## config.mk

```make
export PLATFORM = sky130hd
export DESIGN_NAME = asp_serial_port
export DESIGN_NICKNAME = d
export VERILOG_FILES = /design/src/include/asp_pkg.sv /design/src/rtl/asp_fifo.sv /design/src/rtl/asp_serial_port.sv
export SDC_FILE = /design/constraint.sdc
export NUM_CORES = 1
export LEC_CHECK = 0
export BUFFER_PORTS_ARGS = -buffer_cell sky130_fd_sc_hd__buf_2
export CORE_MARGIN = 5
export CORE_UTILIZATION = 45
export DETAILED_ROUTE_END_ITERATION = 8
export PLACE_DENSITY = 0.59
export SYNTH_ARGS = -nofsm -noshare
export SYNTH_HDL_FRONTEND = slang
export SYNTH_SLANG_ARGS = --single-unit
```

## constraint.sdc

```tcl
create_clock -name clk -period 9.8 [get_ports clk]
set_input_delay 1.47 -clock clk [delete_from_list [all_inputs] [get_ports clk]]
set_output_delay 1.47 -clock clk [all_outputs]
set_load 0.01 [all_outputs]
```

## src/include/asp_pkg.sv

```systemverilog
// asp_pkg: constants and types shared by the serial port of the converter.
// assumes the port runs on one 40 MHz system clock.
`default_nettype none
package asp_pkg;
	localparam int CLK_PERIOD_NS = 25;
	localparam int CFG_BITS = 8;
	localparam int START_BIT_POS = 7;
	localparam int RESULT_BITS = 16;
	localparam int FIFO_DEPTH = 16;
	localparam int SYNC_STAGES = 3;
	localparam logic [15:0] SHIFT_RST = 16'h0000;
	localparam logic [3:0] CNT_RST = 4'h0;

	typedef enum logic [1:0]
	{
		ST_IDLE  = 2'b00,
		ST_HUNT  = 2'b01,
		ST_SHIFT = 2'b10
	} asp_state_e;
endpackage
`default_nettype wire

```

## src/rtl/asp_fifo.sv

```systemverilog
// asp_fifo: small synchronous FIFO held in flip-flops.
// assumes both sides run on clk; ready and valid follow the usual handshake.
`default_nettype none
module asp_fifo
	import asp_pkg::*;
#(
	parameter int WIDTH = RESULT_BITS,
	parameter int DEPTH = FIFO_DEPTH
)
(
	input  wire logic             clk,
	input  wire logic             rst,
	input  wire logic             in_valid,
	output logic                  in_ready,
	input  wire logic [WIDTH-1:0] in_data,
	output logic                  out_valid,
	input  wire logic             out_ready,
	output logic      [WIDTH-1:0] out_data
);
	localparam int AW = $clog2(DEPTH);

	// refused at elaboration: the pointers wrap by overflow only for powers of two
	if (DEPTH < 2 || (1 << AW) != DEPTH)
		$error("asp_fifo depth must be a power of two");

	typedef struct packed
	{
		logic [DEPTH-1:0][WIDTH-1:0] mem;
		logic [AW-1:0]               wr;
		logic [AW-1:0]               rd;
		logic [AW:0]                 cnt;
	} asp_fifo_s;

	asp_fifo_s st_reg;
	asp_fifo_s st_next;
	logic      push;
	logic      pop;

	assign in_ready  = (st_reg.cnt != (AW+1)'(DEPTH));
	assign out_valid = (st_reg.cnt != '0);
	assign out_data  = st_reg.mem[st_reg.rd];
	assign push      = in_valid && in_ready;
	assign pop       = out_valid && out_ready;

	always_comb
	begin
		st_next = st_reg;
		if (push)
		begin
			st_next.mem[st_reg.wr] = in_data;
			st_next.wr = st_reg.wr + 1'b1;
		end
		if (pop)
			st_next.rd = st_reg.rd + 1'b1;
		if (push && !pop)
			st_next.cnt = st_reg.cnt + 1'b1;
		else if (pop && !push)
			st_next.cnt = st_reg.cnt - 1'b1;
	end

	always_ff @(posedge clk)
	begin
		if (rst)
			st_reg <= '0;
		else
			st_reg <= st_next;
	end

	a_fifo_no_overrun: assert property (@(posedge clk) disable iff (rst)
		st_reg.cnt <= (AW+1)'(DEPTH)) else $error("fifo count above depth");
endmodule
`default_nettype wire

```

## src/rtl/asp_serial_port.sv

```systemverilog
// asp_serial_port: pin-level serial host port of a multichannel converter.
// assumes the host is the bus master; all pins are asynchronous to clk and
// are sampled through three flip-flops. results arrive on a stream input.
//
// How it works
// with select low, data input is sampled on each serial clock rise.
// with select low, next output bit is shifted out on each clock fall.
// with select high, clock and data are ignored and output is released.
// in internal clock mode, a rising strobe marks a result ready to read.
// in external clock mode the data-ready strobe is held low.
// the data-ready strobe is always driven, whatever the select level.
// first one sampled after select falls starts an eight-bit config byte.
// select rising aborts a partial byte and clears the bit counter.
`default_nettype none
module asp_serial_port
	import asp_pkg::*;
#(
	parameter int DATA_W = RESULT_BITS,
	parameter int DEPTH  = FIFO_DEPTH
)
(
	input  wire logic              clk,
	input  wire logic              rst,
	input  wire logic              cs_n_pin,
	input  wire logic              sclk_pin,
	input  wire logic              din_pin,
	output logic                   dout_o,
	output logic                   dout_oe,
	output logic                   data_ready_strobe,
	input  wire logic              ext_clock_mode,
	input  wire logic              result_valid,
	output logic                   result_ready,
	input  wire logic [DATA_W-1:0] result_data,
	output logic                   cfg_valid,
	output logic [CFG_BITS-1:0]    cfg_byte
);
	// refused at elaboration: the output shifter is sixteen bits wide
	if (DATA_W < 1 || DATA_W > 16)
		$error("asp_serial_port data width must be 1 to 16");

	////////////////////////////////////////////////////////////////////////
	typedef struct packed
	{
		logic [SYNC_STAGES-1:0] cs_sy;
		logic [SYNC_STAGES-1:0] ck_sy;
		logic [SYNC_STAGES-1:0] di_sy;
		logic                   cs_n;
		logic                   sck;
		logic                   din;
		asp_state_e             state;
		logic [3:0]             bit_cnt;
		logic [CFG_BITS-1:0]    cfg_sh;
		logic                   cfg_valid;
		logic [CFG_BITS-1:0]    cfg_byte;
		logic [15:0]            out_sh;
		logic                   dout;
		logic                   dout_oe;
		logic                   strobe;
		logic                   held;
	} asp_port_s;

	asp_port_s st_reg;
	asp_port_s st_next;

	logic              f_valid;
	logic              f_ready;
	logic [DATA_W-1:0] f_data;
	logic              sck_rise;
	logic              sck_fall;
	logic              cs_rise;
	logic              cs_fall;
	logic              sel;
	logic              load;

	// the strobe stands for "a word is waiting", so the fifo absorbs results
	// produced while the host is still reading an earlier one
	asp_fifo #(.WIDTH(DATA_W), .DEPTH(DEPTH)) u_fifo
	(
		.clk       (clk),
		.rst       (rst),
		.in_valid  (result_valid),
		.in_ready  (result_ready),
		.in_data   (result_data),
		.out_valid (f_valid),
		.out_ready (f_ready),
		.out_data  (f_data)
	);

	////////////////////////////////////////////////////////////////////////
	// a level counts once the two later stages agree
	function automatic logic agreed(input logic [SYNC_STAGES-1:0] s, input logic old);
		agreed = (s[2] == s[1]) ? s[2] : old;
	endfunction

	always_comb
	begin
		st_next = st_reg;
		st_next.cs_sy = {st_reg.cs_sy[1:0], cs_n_pin};
		st_next.ck_sy = {st_reg.ck_sy[1:0], sclk_pin};
		st_next.di_sy = {st_reg.di_sy[1:0], din_pin};
		st_next.cs_n = agreed(st_reg.cs_sy, st_reg.cs_n);
		st_next.sck = agreed(st_reg.ck_sy, st_reg.sck);
		st_next.din = agreed(st_reg.di_sy, st_reg.din);
		st_next.cfg_valid = 1'b0;
		// edges in the cycle that select rises are dropped, so the abort is not undone
		sel = !st_reg.cs_n && !st_next.cs_n;
		sck_rise = sel && !st_reg.sck && st_next.sck;
		sck_fall = sel && st_reg.sck && !st_next.sck;
		cs_fall = st_reg.cs_n && !st_next.cs_n;
		cs_rise = !st_reg.cs_n && st_next.cs_n;
		load = 1'b0;

		if (cs_rise || st_reg.cs_n)
		begin
			st_next.state = ST_IDLE;
			st_next.bit_cnt = CNT_RST;
			st_next.cfg_sh = '0;
			st_next.dout_oe = 1'b0;
			st_next.dout = 1'b0;
		end
		if (cs_fall)
		begin
			st_next.state = ST_HUNT;
			st_next.dout_oe = 1'b1;
			st_next.dout = st_reg.out_sh[15];
			st_next.held = 1'b0;
		end
		else if (sck_rise)
		begin
			case (st_reg.state)
				ST_HUNT:
				begin
					if (st_next.din)
					begin
						st_next.state = ST_SHIFT;
						st_next.cfg_sh = {{(CFG_BITS-1){1'b0}}, 1'b1};
						st_next.bit_cnt = 4'h1;
					end
				end
				ST_SHIFT:
				begin
					st_next.cfg_sh = {st_reg.cfg_sh[CFG_BITS-2:0], st_next.din};
					if (st_reg.bit_cnt == 4'(CFG_BITS - 1))
					begin
						st_next.cfg_valid = 1'b1;
						st_next.cfg_byte = {st_reg.cfg_sh[CFG_BITS-2:0], st_next.din};
						st_next.state = ST_HUNT;
						st_next.bit_cnt = CNT_RST;
					end
					else
						st_next.bit_cnt = st_reg.bit_cnt + 4'h1;
				end
				default: ;
			endcase
		end
		else if (sck_fall)
		begin
			st_next.dout = st_reg.out_sh[14];
			st_next.out_sh = {st_reg.out_sh[14:0], 1'b0};
		end

		// a waiting word is taken into the shifter only while the port is idle and
		// no unread word sits there; in external mode this keeps later results
		// from overwriting one the host has not yet selected
		if (st_reg.cs_n && !cs_fall && f_valid && !st_reg.held)
		begin
			load = 1'b1;
			st_next.held = 1'b1;
			st_next.out_sh = 16'(f_data) << (16 - DATA_W);
		end
		// in internal mode, strobe rises with a loaded word and falls once the host selects
		if (ext_clock_mode)
			st_next.strobe = 1'b0;
		else if (load)
			st_next.strobe = 1'b1;
		else if (cs_fall)
			st_next.strobe = 1'b0;
	end

	assign f_ready = load;

	always_ff @(posedge clk)
	begin
		if (rst)
		begin
			st_reg <= '0;
			st_reg.cs_sy <= 3'h7;
			st_reg.cs_n <= 1'b1;
			st_reg.out_sh <= SHIFT_RST;
		end
		else
			st_reg <= st_next;
	end

	assign dout_o = st_reg.dout;
	assign dout_oe = st_reg.dout_oe;
	assign data_ready_strobe = st_reg.strobe;
	assign cfg_valid = st_reg.cfg_valid;
	assign cfg_byte = st_reg.cfg_byte;

	////////////////////////////////////////////////////////////////////////
	a_hiz_when_idle: assert property (@(posedge clk) disable iff (rst)
		st_reg.cs_n && $past(st_reg.cs_n) |-> !dout_oe) else $error("dout driven while idle");
	a_ext_strobe_low: assert property (@(posedge clk) disable iff (rst)
		$past(ext_clock_mode) |-> !data_ready_strobe) else $error("strobe high in ext mode");
	a_strobe_rise: assert property (@(posedge clk) disable iff (rst)
		$rose(data_ready_strobe) |-> $past(f_valid) && $past(st_reg.cs_n))
		else $error("strobe rose with no word");
	a_abort_clear: assert property (@(posedge clk) disable iff (rst)
		cs_rise |=> st_reg.bit_cnt == CNT_RST && st_reg.state == ST_IDLE)
		else $error("abort did not clear");
	a_start_bit: assert property (@(posedge clk) disable iff (rst)
		st_reg.state == ST_HUNT && sck_rise && st_next.din |=> st_reg.state == ST_SHIFT)
		else $error("start bit missed");
	a_shift_on_fall: assert property (@(posedge clk) disable iff (rst)
		sck_fall && !cs_fall |=> dout_o == $past(st_reg.out_sh[14]))
		else $error("dout not shifted");
	a_byte_done: assert property (@(posedge clk) disable iff (rst)
		cfg_valid |-> $past(st_reg.state) == ST_SHIFT && $past(st_reg.bit_cnt) == 4'h7)
		else $error("byte ended early");
	a_enable_on_sel: assert property (@(posedge clk) disable iff (rst)
		cs_fall |=> dout_oe) else $error("dout not enabled");

	c_byte_received: cover property (@(posedge clk) disable iff (rst) cfg_valid);
	c_strobe_rise: cover property (@(posedge clk) disable iff (rst) $rose(data_ready_strobe));
	c_abort: cover property (@(posedge clk) disable iff (rst)
		cs_rise && st_reg.state == ST_SHIFT);
endmodule
`default_nettype wire

```

==> qor.yml, run 1 <==
core_um2: 30700
drc: 0
cts_sinks: 323
fin_crit_sh_pct: 40.7
drv_slew: 0
die_y_um: 187
hold_depth: 1
io_buffers: 35
cts_buffers: 35
synth_edf_count: 0
cts_hold_buf: 0
firstDrtPassIters: 5
syn_nets: 1644
cts.repair.resized: 0
ys_ff_latch: 323
avgSynthCellArea_um2: 8.73
die_area_um2: 34800
r2r_cells: 10
vias: 11338
maxCapViolations: 0
root_buffer: "clkbuf_16"
place_ws_ps: 5330
postPlaceCellArea_um2: 14600
skew_ps: 19.8
power_w: 0.00331
area_delta_synth_final_pct: 11.7
holdCritPathClass: "reg2reg"
crit_required_ps: 10190
initial_core_util_pct: 45.8
wire_per_inst_um: 19.9
fin_area_um2: 15700
antenna_cells: 0
layout_common_cells: "nand2_1 (521), dfxtp_1 (320), a21oi_1 (269)"
ys_top_cells_by_area: "dfxtp_1 (46%), nand2_1 (14%), mux4_2 (10%)"
fmax_ghz: 0.251
grt_max_degree: 119
route.final.wire_length_mm: 39.7
synth_flop_cell: "dfxtp_1"
dr.first_iter.drc_count: 929
antenna_found_initial: 0
ys_warn_count: 0
nNetsFinal: 1608
arrival_ps: 4390
min_period_ps: 3990
synthesis.area_um2: 14000
rsz0062_at_grt: "false"
num_io_pins: 36
fin_ws_ps: 5810
routabilityCongestion: 0.812
status: "finished, final reports clean"
tritoncts: "built"
grt.total_usage_pct: 22.1
post_cts_buffers: 0
layout_commonest_cell: "nand2_1"
clockBufferDepth: 3
ir_worst_vdd_mv: 0.124
hold_violations: 0
synth_area_leader_cell: "dfxtp_1"
hpwl_mm: 23.5
yosysSeqAreaShare_pct: 46.1
ys_async_sr_fraction_pct: 0
num_rows: 64
cp_max_fo: 21
htreeDepth: 2
setup_violations: 0
clk_pin_slew_ps: 60
crit_type: "in2reg"
final_antenna_net_count: 0
fin_util_pct: 51.1
tightest_slew_ps: 1140
die_w_um: 187
crit_path_start_kind: "primary input"
clk_latency_ps: 520
setup_tns_ps: 0
viasPerCell: 5.69
end_kind: "flop"
grt_first_pass_wirelength_mm: 62.4
relSlewSlack_pct: 24.1
drive_above_1_share_pct: 15.4
yosysTopAreaCellShare_pct: 46.1
netlist_instances: 1608
p_per_area_nw_per_um2: 211
grt_pass1_vias: 10715
synth_cell_types: 54
overflow: 0
largest_reg_flops: 269
leakage_nw: 5.17
==> through the flow <==
step	std cells	hold WS (ps)
floorplan	1608	389
global placement	1931	411
detailed placement	1931	396
CTS	1991	417
global route	1991	446
finish	1991	418
==> kinds of logic (layout without fill, tap and decap cells) <==
logic type / Yosys count / in the layout / share of synthesized area, %
mux: 109 / 109 / 13.8
compound gates: 383 / 383 / 16.2
flops: 323 / 323 / 46.1
buf+inv: 162 / 149 / 4.67
fa+ha+maj: 14 / 14 / 1.28
simple gates: 610 / 610 / 17.6
xor+xnor: 7 / 7 / 0.437
==> cells in the mapped netlist (6+ instances only) <==
cell / count
a2111oi_1: 6
a2111oi_2: 8
a21oi_1: 269
a22o_1: 7
a22oi_1: 16
a31oi_1: 14
and3_1: 15
buf_1: 29
buf_2: 14
buf_4: 8
clkbuf_1: 96
dfxtp_1: 323
ha_1: 12
inv_1: 15
mux2_2: 32
mux2i_1: 13
mux4_2: 64
nand2_1: 521
nor2_1: 30
nor2b_1: 12
o2111ai_1: 17
o21ai_0: 19
==> layout make-up <==
| cell class | instances | area, µm² |
|---|---|---|
| multi-input cells | 1123 | 7060 |
| fillers | 2850 | 15000 |
| clock buffers | 52 | 1000 |
| flip-flops and latches | 323 | 6470 |
| well taps | 396 | 495 |
| clock inverters | 8 | 119 |
| inverters | 15 | 56.3 |
| repair buffers | 74 | 478 |
==> worst paths after layout <==
check	start	end	slack, ps
max	result_valid	u_fifo.st_reg[4]$_SDFFE_PP0P_	5810
min	st_next[53]$_SDFF_PP1_	st_next[54]$_SDFF_PP1_	420
max reg2reg	u_fifo.st_reg[4]$_SDFFE_PP0P_	u_fifo.st_reg[4]$_SDFFE_PP0P_	5930
min reg2reg	st_next[53]$_SDFF_PP1_	st_next[54]$_SDFF_PP1_	420
==> worst max-delay path: stages <==
cell and delay [ps]:
buf_2 300, inv_1 480, a21oi_1 460, ha_1 240
inv_1 120, fa_1 410, a21o_1 180, a21oi_1 160
mux2i_1 210, mux2_2 340
==> layer usage <==
metal / track usage [%] / vias to the layer above / part of all wire, %
met4: 5.69 / 0 / 2.2
met5: 0 / - / 0
li1: - / 5456 / -
met1: 31.6 / 5533 / 46
met3: 3.77 / 58 / 5.8
met2: 34.9 / 291 / 46
==> where the power goes <==
part	internal (W)	leakage, nW	switching [W]
combinational	0.000212	2.01	0.000342
sequential	0.00136	2.61	0.0000886
clock	0.000783	0.550	0.000523
Note: power is estimated with default switching activity, not from simulation.
==> run 2, diff against run 1 <==
clock period = 4.17 ns   (was 9.8 ns; I/O delays follow)
==> run 2 against run 1 <==
Hold slack worse by 140 ps. Clock-buffer cell count is 3 lower. Cell count rose by 0.20%. Design area increased by 0.42%. Register-to-register slack worse by 4700 ps. Critical path depth rose by 1. Sequential share of layout area is 0.17 points lower. Non-clock buffer count is 7 higher. Combinational power is 140% higher. Die area stayed put. Setup slack lost 4600 ps. First-iteration DRC count increased by 11%. Largest power group unchanged.
==> qor.yml, run 2 (same netlist as run 1, synthesis figures left out) <==
holdCritPathClass: "in2reg"  # was reg2reg
crit_path_start_kind: "flop"  # was primary input
die_y_um: 187  # unchanged
grt.total_usage_pct: 22.3  # was 22.1%
setup_violations: 0  # unchanged
vias: 11342  # was 11338
htreeDepth: 2  # unchanged
root_buffer: "clkbuf_16"  # unchanged
layout_commonest_cell: "nand2_1"  # unchanged
status: "finished, final reports clean"  # unchanged
clockBufferDepth: 3  # unchanged
wire_per_inst_um: 20.1  # was 19.9 µm
arrival_ps: 3310  # was 4390 ps
die_w_um: 187  # unchanged
crit_required_ps: 4560  # was 10190 ps
relSlewSlack_pct: 21.0  # was 24.1%
rsz0062_at_grt: "false"  # unchanged
p_per_area_nw_per_um2: 496  # was 211 nW/µm²
clk_latency_ps: 510  # was 520 ps
viasPerCell: 5.69  # about the same
num_rows: 64  # unchanged
routabilityCongestion: 0.815  # was 0.812
drv_slew: 0  # unchanged
route.final.wire_length_mm: 40.1  # was 39.7 mm
cpLargestDelayFamily: "buffers and inverters"  # unchanged
fin_ws_ps: 1250  # was 5810 ps
maxCapViolations: 0  # unchanged
ir_worst_vdd_mv: 0.325  # was 0.124 mV
cts.repair.resized: 0  # unchanged
drive_above_1_share_pct: 15.9  # was 15.4%
hpwl_mm: 24.2  # was 23.5 mm
final_antenna_net_count: 0  # unchanged
setup_tns_ps: 0  # unchanged
cp_slowest_cell: "mux2_2"  # was inv_1
post_cts_buffers: 0  # unchanged
postPlaceCellArea_um2: 14600  # about the same
crit_buf_inv: 4  # was 3
skew_ps: 13.2  # was 19.8 ps
die_area_um2: 34800  # unchanged
firstDrtPassIters: 5  # unchanged
num_io_pins: 36  # unchanged
critical_path.cell_chain: "buf_4, inv_1, buf_4, a211o_1, ha_1, inv_1, ha_1, a21o_1, a21oi_1, mux2i_1, mux2_2"  # was buf_2, inv_1, a21oi_1, ha_1, inv_1, fa_1, a21o_1, a21oi_1, mux2i_1, mux2_2
nNetsFinal: 1615  # was 1608
multi_input_area_um2: 7060  # unchanged
grt_max_degree: 112  # was 119
drc: 0  # unchanged
cpPeakStageDelay_ps: 340  # was 480 ps
fin_area_um2: 15700  # about the same
n_fill_cell: 2832  # was 2850
cts_hold_buf: 0  # unchanged
overflow: 0  # unchanged
antenna_found_initial: 0  # unchanged
fin_crit_sh_pct: 70.1
area_delta_synth_final_pct: 12.1  # was 11.7%
end_kind: "flop"  # unchanged
antenna_cells: 0  # unchanged
holdWs_ps: 280  # was 418 ps
crit_type: "reg2reg"  # was in2reg
cts_buffers: 35  # unchanged
dr.first_iter.drc_count: 1034  # was 929
cts_sinks: 323  # unchanged
grt_pass1_vias: 10900  # was 10715
largest_reg_flops: 269  # unchanged
layout_common_cells: "nand2_1 (521), dfxtp_1 (320), a21oi_1 (269)"  # unchanged
core_um2: 30700  # unchanged
io_buffers: 35  # unchanged
cp_max_fo: 24  # was 21
hold_violations: 0  # unchanged
seq_area_um2: 6470  # unchanged
tritoncts: "built"  # unchanged
grt_first_pass_wirelength_mm: 63.3  # was 62.4 mm
initial_core_util_pct: 45.8  # unchanged
place_ws_ps: 862  # was 5330 ps
min_period_ps: 2920
fmax_ghz: 0.342
leakage_nw: 5.20  # was 5.17 nW
tightest_slew_ps: 1190  # was 1140 ps
clk_pin_slew_ps: 60  # about the same
run 2: changes by cell type in the layout (fill, tap and decap cells not counted):
| cell | before | now |
|---|---|---|
| buf_12 | 0 | 1 |
| buf_4 | 39 | 45 |
| clkbuf_1 | 11 | 7 |
| clkbuf_8 | 6 | 7 |
| clkinv_2 | 4 | 3 |
| clkinvlp_4 | 0 | 1 |
run 2: cell type report:
| type | count | area share (%) |
|---|---|---|
| Multi-Input combinational cell | 1123 | 44.8 |
| Sequential cell | 323 | 41.1 |
| Clock buffer | 49 | 6.34 |
| Timing Repair Buffer | 81 | 3.45 |
| Tap cell | 396 | 3.15 |
| Clock inverter | 8 | 0.771 |
| Inverter | 15 | 0.358 |
run 2: per-layer routing:
metal / vias up / wire (µm) / track usage (%)
li1: 5480 / - / -
met1: 5471 / 18200 / 31.8
met3: 58 / 2550 / 3.29
met4: 0 / 726 / 4.74
met2: 333 / 18600 / 36.3
met5: - / 0 / 0
run 2: where the power goes:
group	total [W]	switching (W)	internal (W)
registers	0.00340	0.000202	0.00320
clock network	0.00307	0.00122	0.00185
logic	0.00135	0.000816	0.000530
run 2: final timing paths:
| check | start | endpoint | slack (ps) | depth (start not counted) |
|---|---|---|---|---|
| worst min register to register | st_next[53]$_SDFF_PP1_ | st_next[54]$_SDFF_PP1_ | 410 | 1 |
| worst max register to register | u_fifo.st_reg[4]$_SDFFE_PP0P_ | u_fifo.st_reg[4]$_SDFFE_PP0P_ | 1250 | 11 |
| worst min-delay path | ext_clock_mode | data_ready_strobe$_SDFFE_PP0P_ | 280 | 2 |
| worst max-delay path | u_fifo.st_reg[4]$_SDFFE_PP0P_ | u_fifo.st_reg[4]$_SDFFE_PP0P_ | 1250 | 11 |
run 2: metrics by stage:
step                      util, %  total power (W)  std cells
after floorplan                 -          0.00439       1608
after global placement       47.7          0.00480       1938
after detailed placement     47.7          0.00482       1938
after CTS                    51.3          0.00790       1995
after global routing         51.3          0.00817       1995
final                        51.3          0.00782       1995
==> run 3, diff against run 2 <==
ABC_AREA = 1   (was default)
PLACE_DENSITY = 0.61   (was 0.59)
clock period = 2.6 ns   (was 4.17 ns; I/O delays follow)
==> run 3 against run 2 <==
Area after synthesis up 5.9%. Hold slack worse by 240 ps. Clock power up 56%. Global-route usage down 0.34 points.
==> qor.yml, run 3 <==
grt_use_met2_pct: 35.2  # was 36.3%
io_buffers: 35  # unchanged
power_w: 0.0150  # was 0.00782 W
ys_warn_count: 0  # unchanged
fin_ws_ps: 427  # was 1250 ps
post_cts_buffers: 0  # unchanged
leakage_nw: 6.53  # was 5.20 nW
crit_path_start_kind: "flop"  # unchanged
synth_edf_count: 0  # unchanged
netlist_instances: 2094  # was 1608
yosysTopAreaCellShare_pct: 43.5  # was 46.1%
ir_worst_vdd_mv: 0.470  # was 0.325 mV
die_y_um: 192  # was 187 µm
ys_async_sr_fraction_pct: 0  # unchanged
synthesis.area_um2: 14900  # was 14000 µm²
grt_max_degree: 133  # was 112
initial_core_util_pct: 45.6  # was 45.8%
core_um2: 32600  # was 30700 µm²
drc: 0  # unchanged
die_w_um: 192  # was 187 µm
fmax_ghz: 0.460  # was 0.342 GHz
rsz0062_at_grt: "false"  # unchanged
status: "finished, final reports clean"  # unchanged
cts_hold_buf: 0  # unchanged
syn_nets: 2130  # was 1644
num_rows: 66  # was 64
synth_cell_types: 35  # was 54
fin_util_pct: 49.4  # was 51.3%
wire_per_inst_um: 16.2  # was 20.1 µm
grt_busiest_layer: "met2"  # unchanged
tritoncts: "built"  # unchanged
viasPerCell: 5.26  # was 5.69
clk_latency_ps: 510  # about the same
overflow: 0  # unchanged
drive_above_1_share_pct: 7.16  # was 15.9%
use_met3_pct: 3.16  # was 3.29%
largest_reg_flops: 269  # unchanged
cts_sinks: 323  # unchanged
p_per_area_nw_per_um2: 932  # was 496 nW/µm²
firstDrtPassIters: 5  # unchanged
yosysSeqAreaShare_pct: 43.5  # was 46.1%
synth_common_cells: "nand2_1 (364), dfxtp_1 (323), a21oi_1 (307), inv_1 (271), nand3_1 (252)"  # was nand2_1 (521), dfxtp_1 (323), a21oi_1 (269), clkbuf_1 (96), mux4_2 (64)
end_kind: "flop"  # unchanged
relSlewSlack_pct: 54.6  # was 21.0%
ys_ff_latch: 323  # unchanged
place_ws_ps: 430  # was 862 ps
grt_first_pass_wirelength_mm: 65.3  # was 63.3 mm
skew_ps: 8.23  # was 13.2 ps
crit_required_ps: 3050  # was 4560 ps
clockBufferDepth: 3  # unchanged
hold_violations: 0  # unchanged
layout_common_cells: "nand2_1 (364), dfxtp_1 (321), a21oi_1 (307)"  # was nand2_1 (521), dfxtp_1 (320), a21oi_1 (269)
tightest_slew_ps: 681  # was 1190 ps
setup_tns_ps: 0  # unchanged
setup_violations: 0  # unchanged
min_period_ps: 2170  # was 2920 ps
area_delta_synth_final_pct: 8.37  # was 12.1%
ys_top_cells_by_area: "dfxtp_1 (43%), a21oi_1 (10%), nand2_1 (9.2%)"  # was dfxtp_1 (46%), nand2_1 (14%), mux4_2 (10%)
maxCapViolations: 0  # unchanged
root_buffer: "clkbuf_16"  # unchanged
final_antenna_net_count: 0  # unchanged
grt_pass1_vias: 11983  # was 10900
arrival_ps: 2620  # was 3310 ps
dr.first_iter.drc_count: 937  # was 1034
num_io_pins: 36  # unchanged
fin_crit_sh_pct: 83.6  # was 70.1%
clk_pin_slew_ps: 60  # about the same
routabilityCongestion: 0.817  # was 0.815
holdCritPathClass: "in2reg"  # unchanged
htreeDepth: 2  # unchanged
synth_flop_cell: "dfxtp_1"  # unchanged
vias: 13126  # was 11342
grt.total_usage_pct: 21.9  # was 22.3%
antenna_found_initial: 4  # was 0
synth_area_leader_cell: "dfxtp_1"  # unchanged
hpwl_mm: 23.0  # was 24.2 mm
nNetsFinal: 2064  # was 1615
avgSynthCellArea_um2: 7.10  # was 8.73 µm²
cts.repair.resized: 0  # unchanged
synth.most_common_cell: "nand2_1"  # unchanged
cp_max_fo: 7  # was 24
stdcell_count: 2496  # was 1995
crit_type: "reg2reg"  # unchanged
placed_cells: 2432  # was 1938
die_area_um2: 36800  # was 34800 µm²
route.final.wire_length_mm: 40.4  # was 40.1 mm
drv_slew: 0  # unchanged
layout_commonest_cell: "nand2_1"  # unchanged
grt_use_met1_pct: 31.0  # was 31.8%
cts_buffers: 36  # was 35
==> run 3: cell types whose count changed after synthesis, sizes merged, moves of 32 or more <==
cell,change
buf,+55
nand2,-142
mux2,-32
mux4,-64
inv,+258
nand3,+250
o21ai,+257
a21oi,+38
==> run 3: final timing paths <==
check	startpoint	end	slack, ps	cells after the start
max	u_fifo.st_reg[0]$_SDFFE_PP0P_	u_fifo.st_reg[4]$_SDFFE_PP0P_	430	14
min	ext_clock_mode	data_ready_strobe$_SDFFE_PP0P_	40	2
max reg2reg	u_fifo.st_reg[0]$_SDFFE_PP0P_	u_fifo.st_reg[4]$_SDFFE_PP0P_	430	14
min reg2reg	st_next[50]$_SDFF_PP0_	st_next[51]$_SDFF_PP0_	400	2
==> run 3: through the flow <==
step	instance area (µm²)	hold slack (ps)
floorplan	14900	388
global placement	15000	396
detailed placement	15000	395
CTS	16100	21.7
global route	16100	41.8
finish	16100	39.0
==> run 3: cell families after synthesis <==
logic type	count (synthesis)	synth area share [%]
simple gates	702	20.8
compound gates	588	19.9
buf+inv	448	13.4
flops	323	43.5
mux	14	0.942
fa+ha+maj	13	1.14
xor+xnor	6	0.353
==> run 3: metal layers <==
layer | routed length, µm | part of all wire [%] | vias to the layer above
li1 | - | - | 6665
met2 | 18100 | 45 | 325
met3 | 2450 | 6.1 | 80
met1 | 18900 | 47 | 6052
met5 | 21 | 0.052 | -
met4 | 942 | 2.3 | 4
==> run 3: cell type report <==
cell class / instances / area [µm²]
Timing Repair Buffer: 68 / 523
Fill cell: 3299 / 16500
Clock buffer: 58 / 1080
Clock inverter: 4 / 20.0
Sequential cell: 323 / 6470
Tap cell: 442 / 553
Inverter: 276 / 1050
Antenna cell: 2 / 5.00
Multi-Input combinational cell: 1323 / 6410
==> run 3: power breakdown <==
part	internal, W	switching, W
logic	0.00154	0.00325
clock network	0.00284	0.00196
registers	0.00527	0.000157
==> run 3: worst max-delay path: stages (launching register included) <==
cell     delay [ps]
dfxtp_1         360
nor2_2          170
nand4_2         130
nand2_4         130
inv_4            30
ha_1            170
inv_1           160
ha_1            300
a21oi_1         150
nand2_1          70
a21oi_1         110
o21ai_0         120
nand2_1          80
nand2_1          40
nor2_1           90
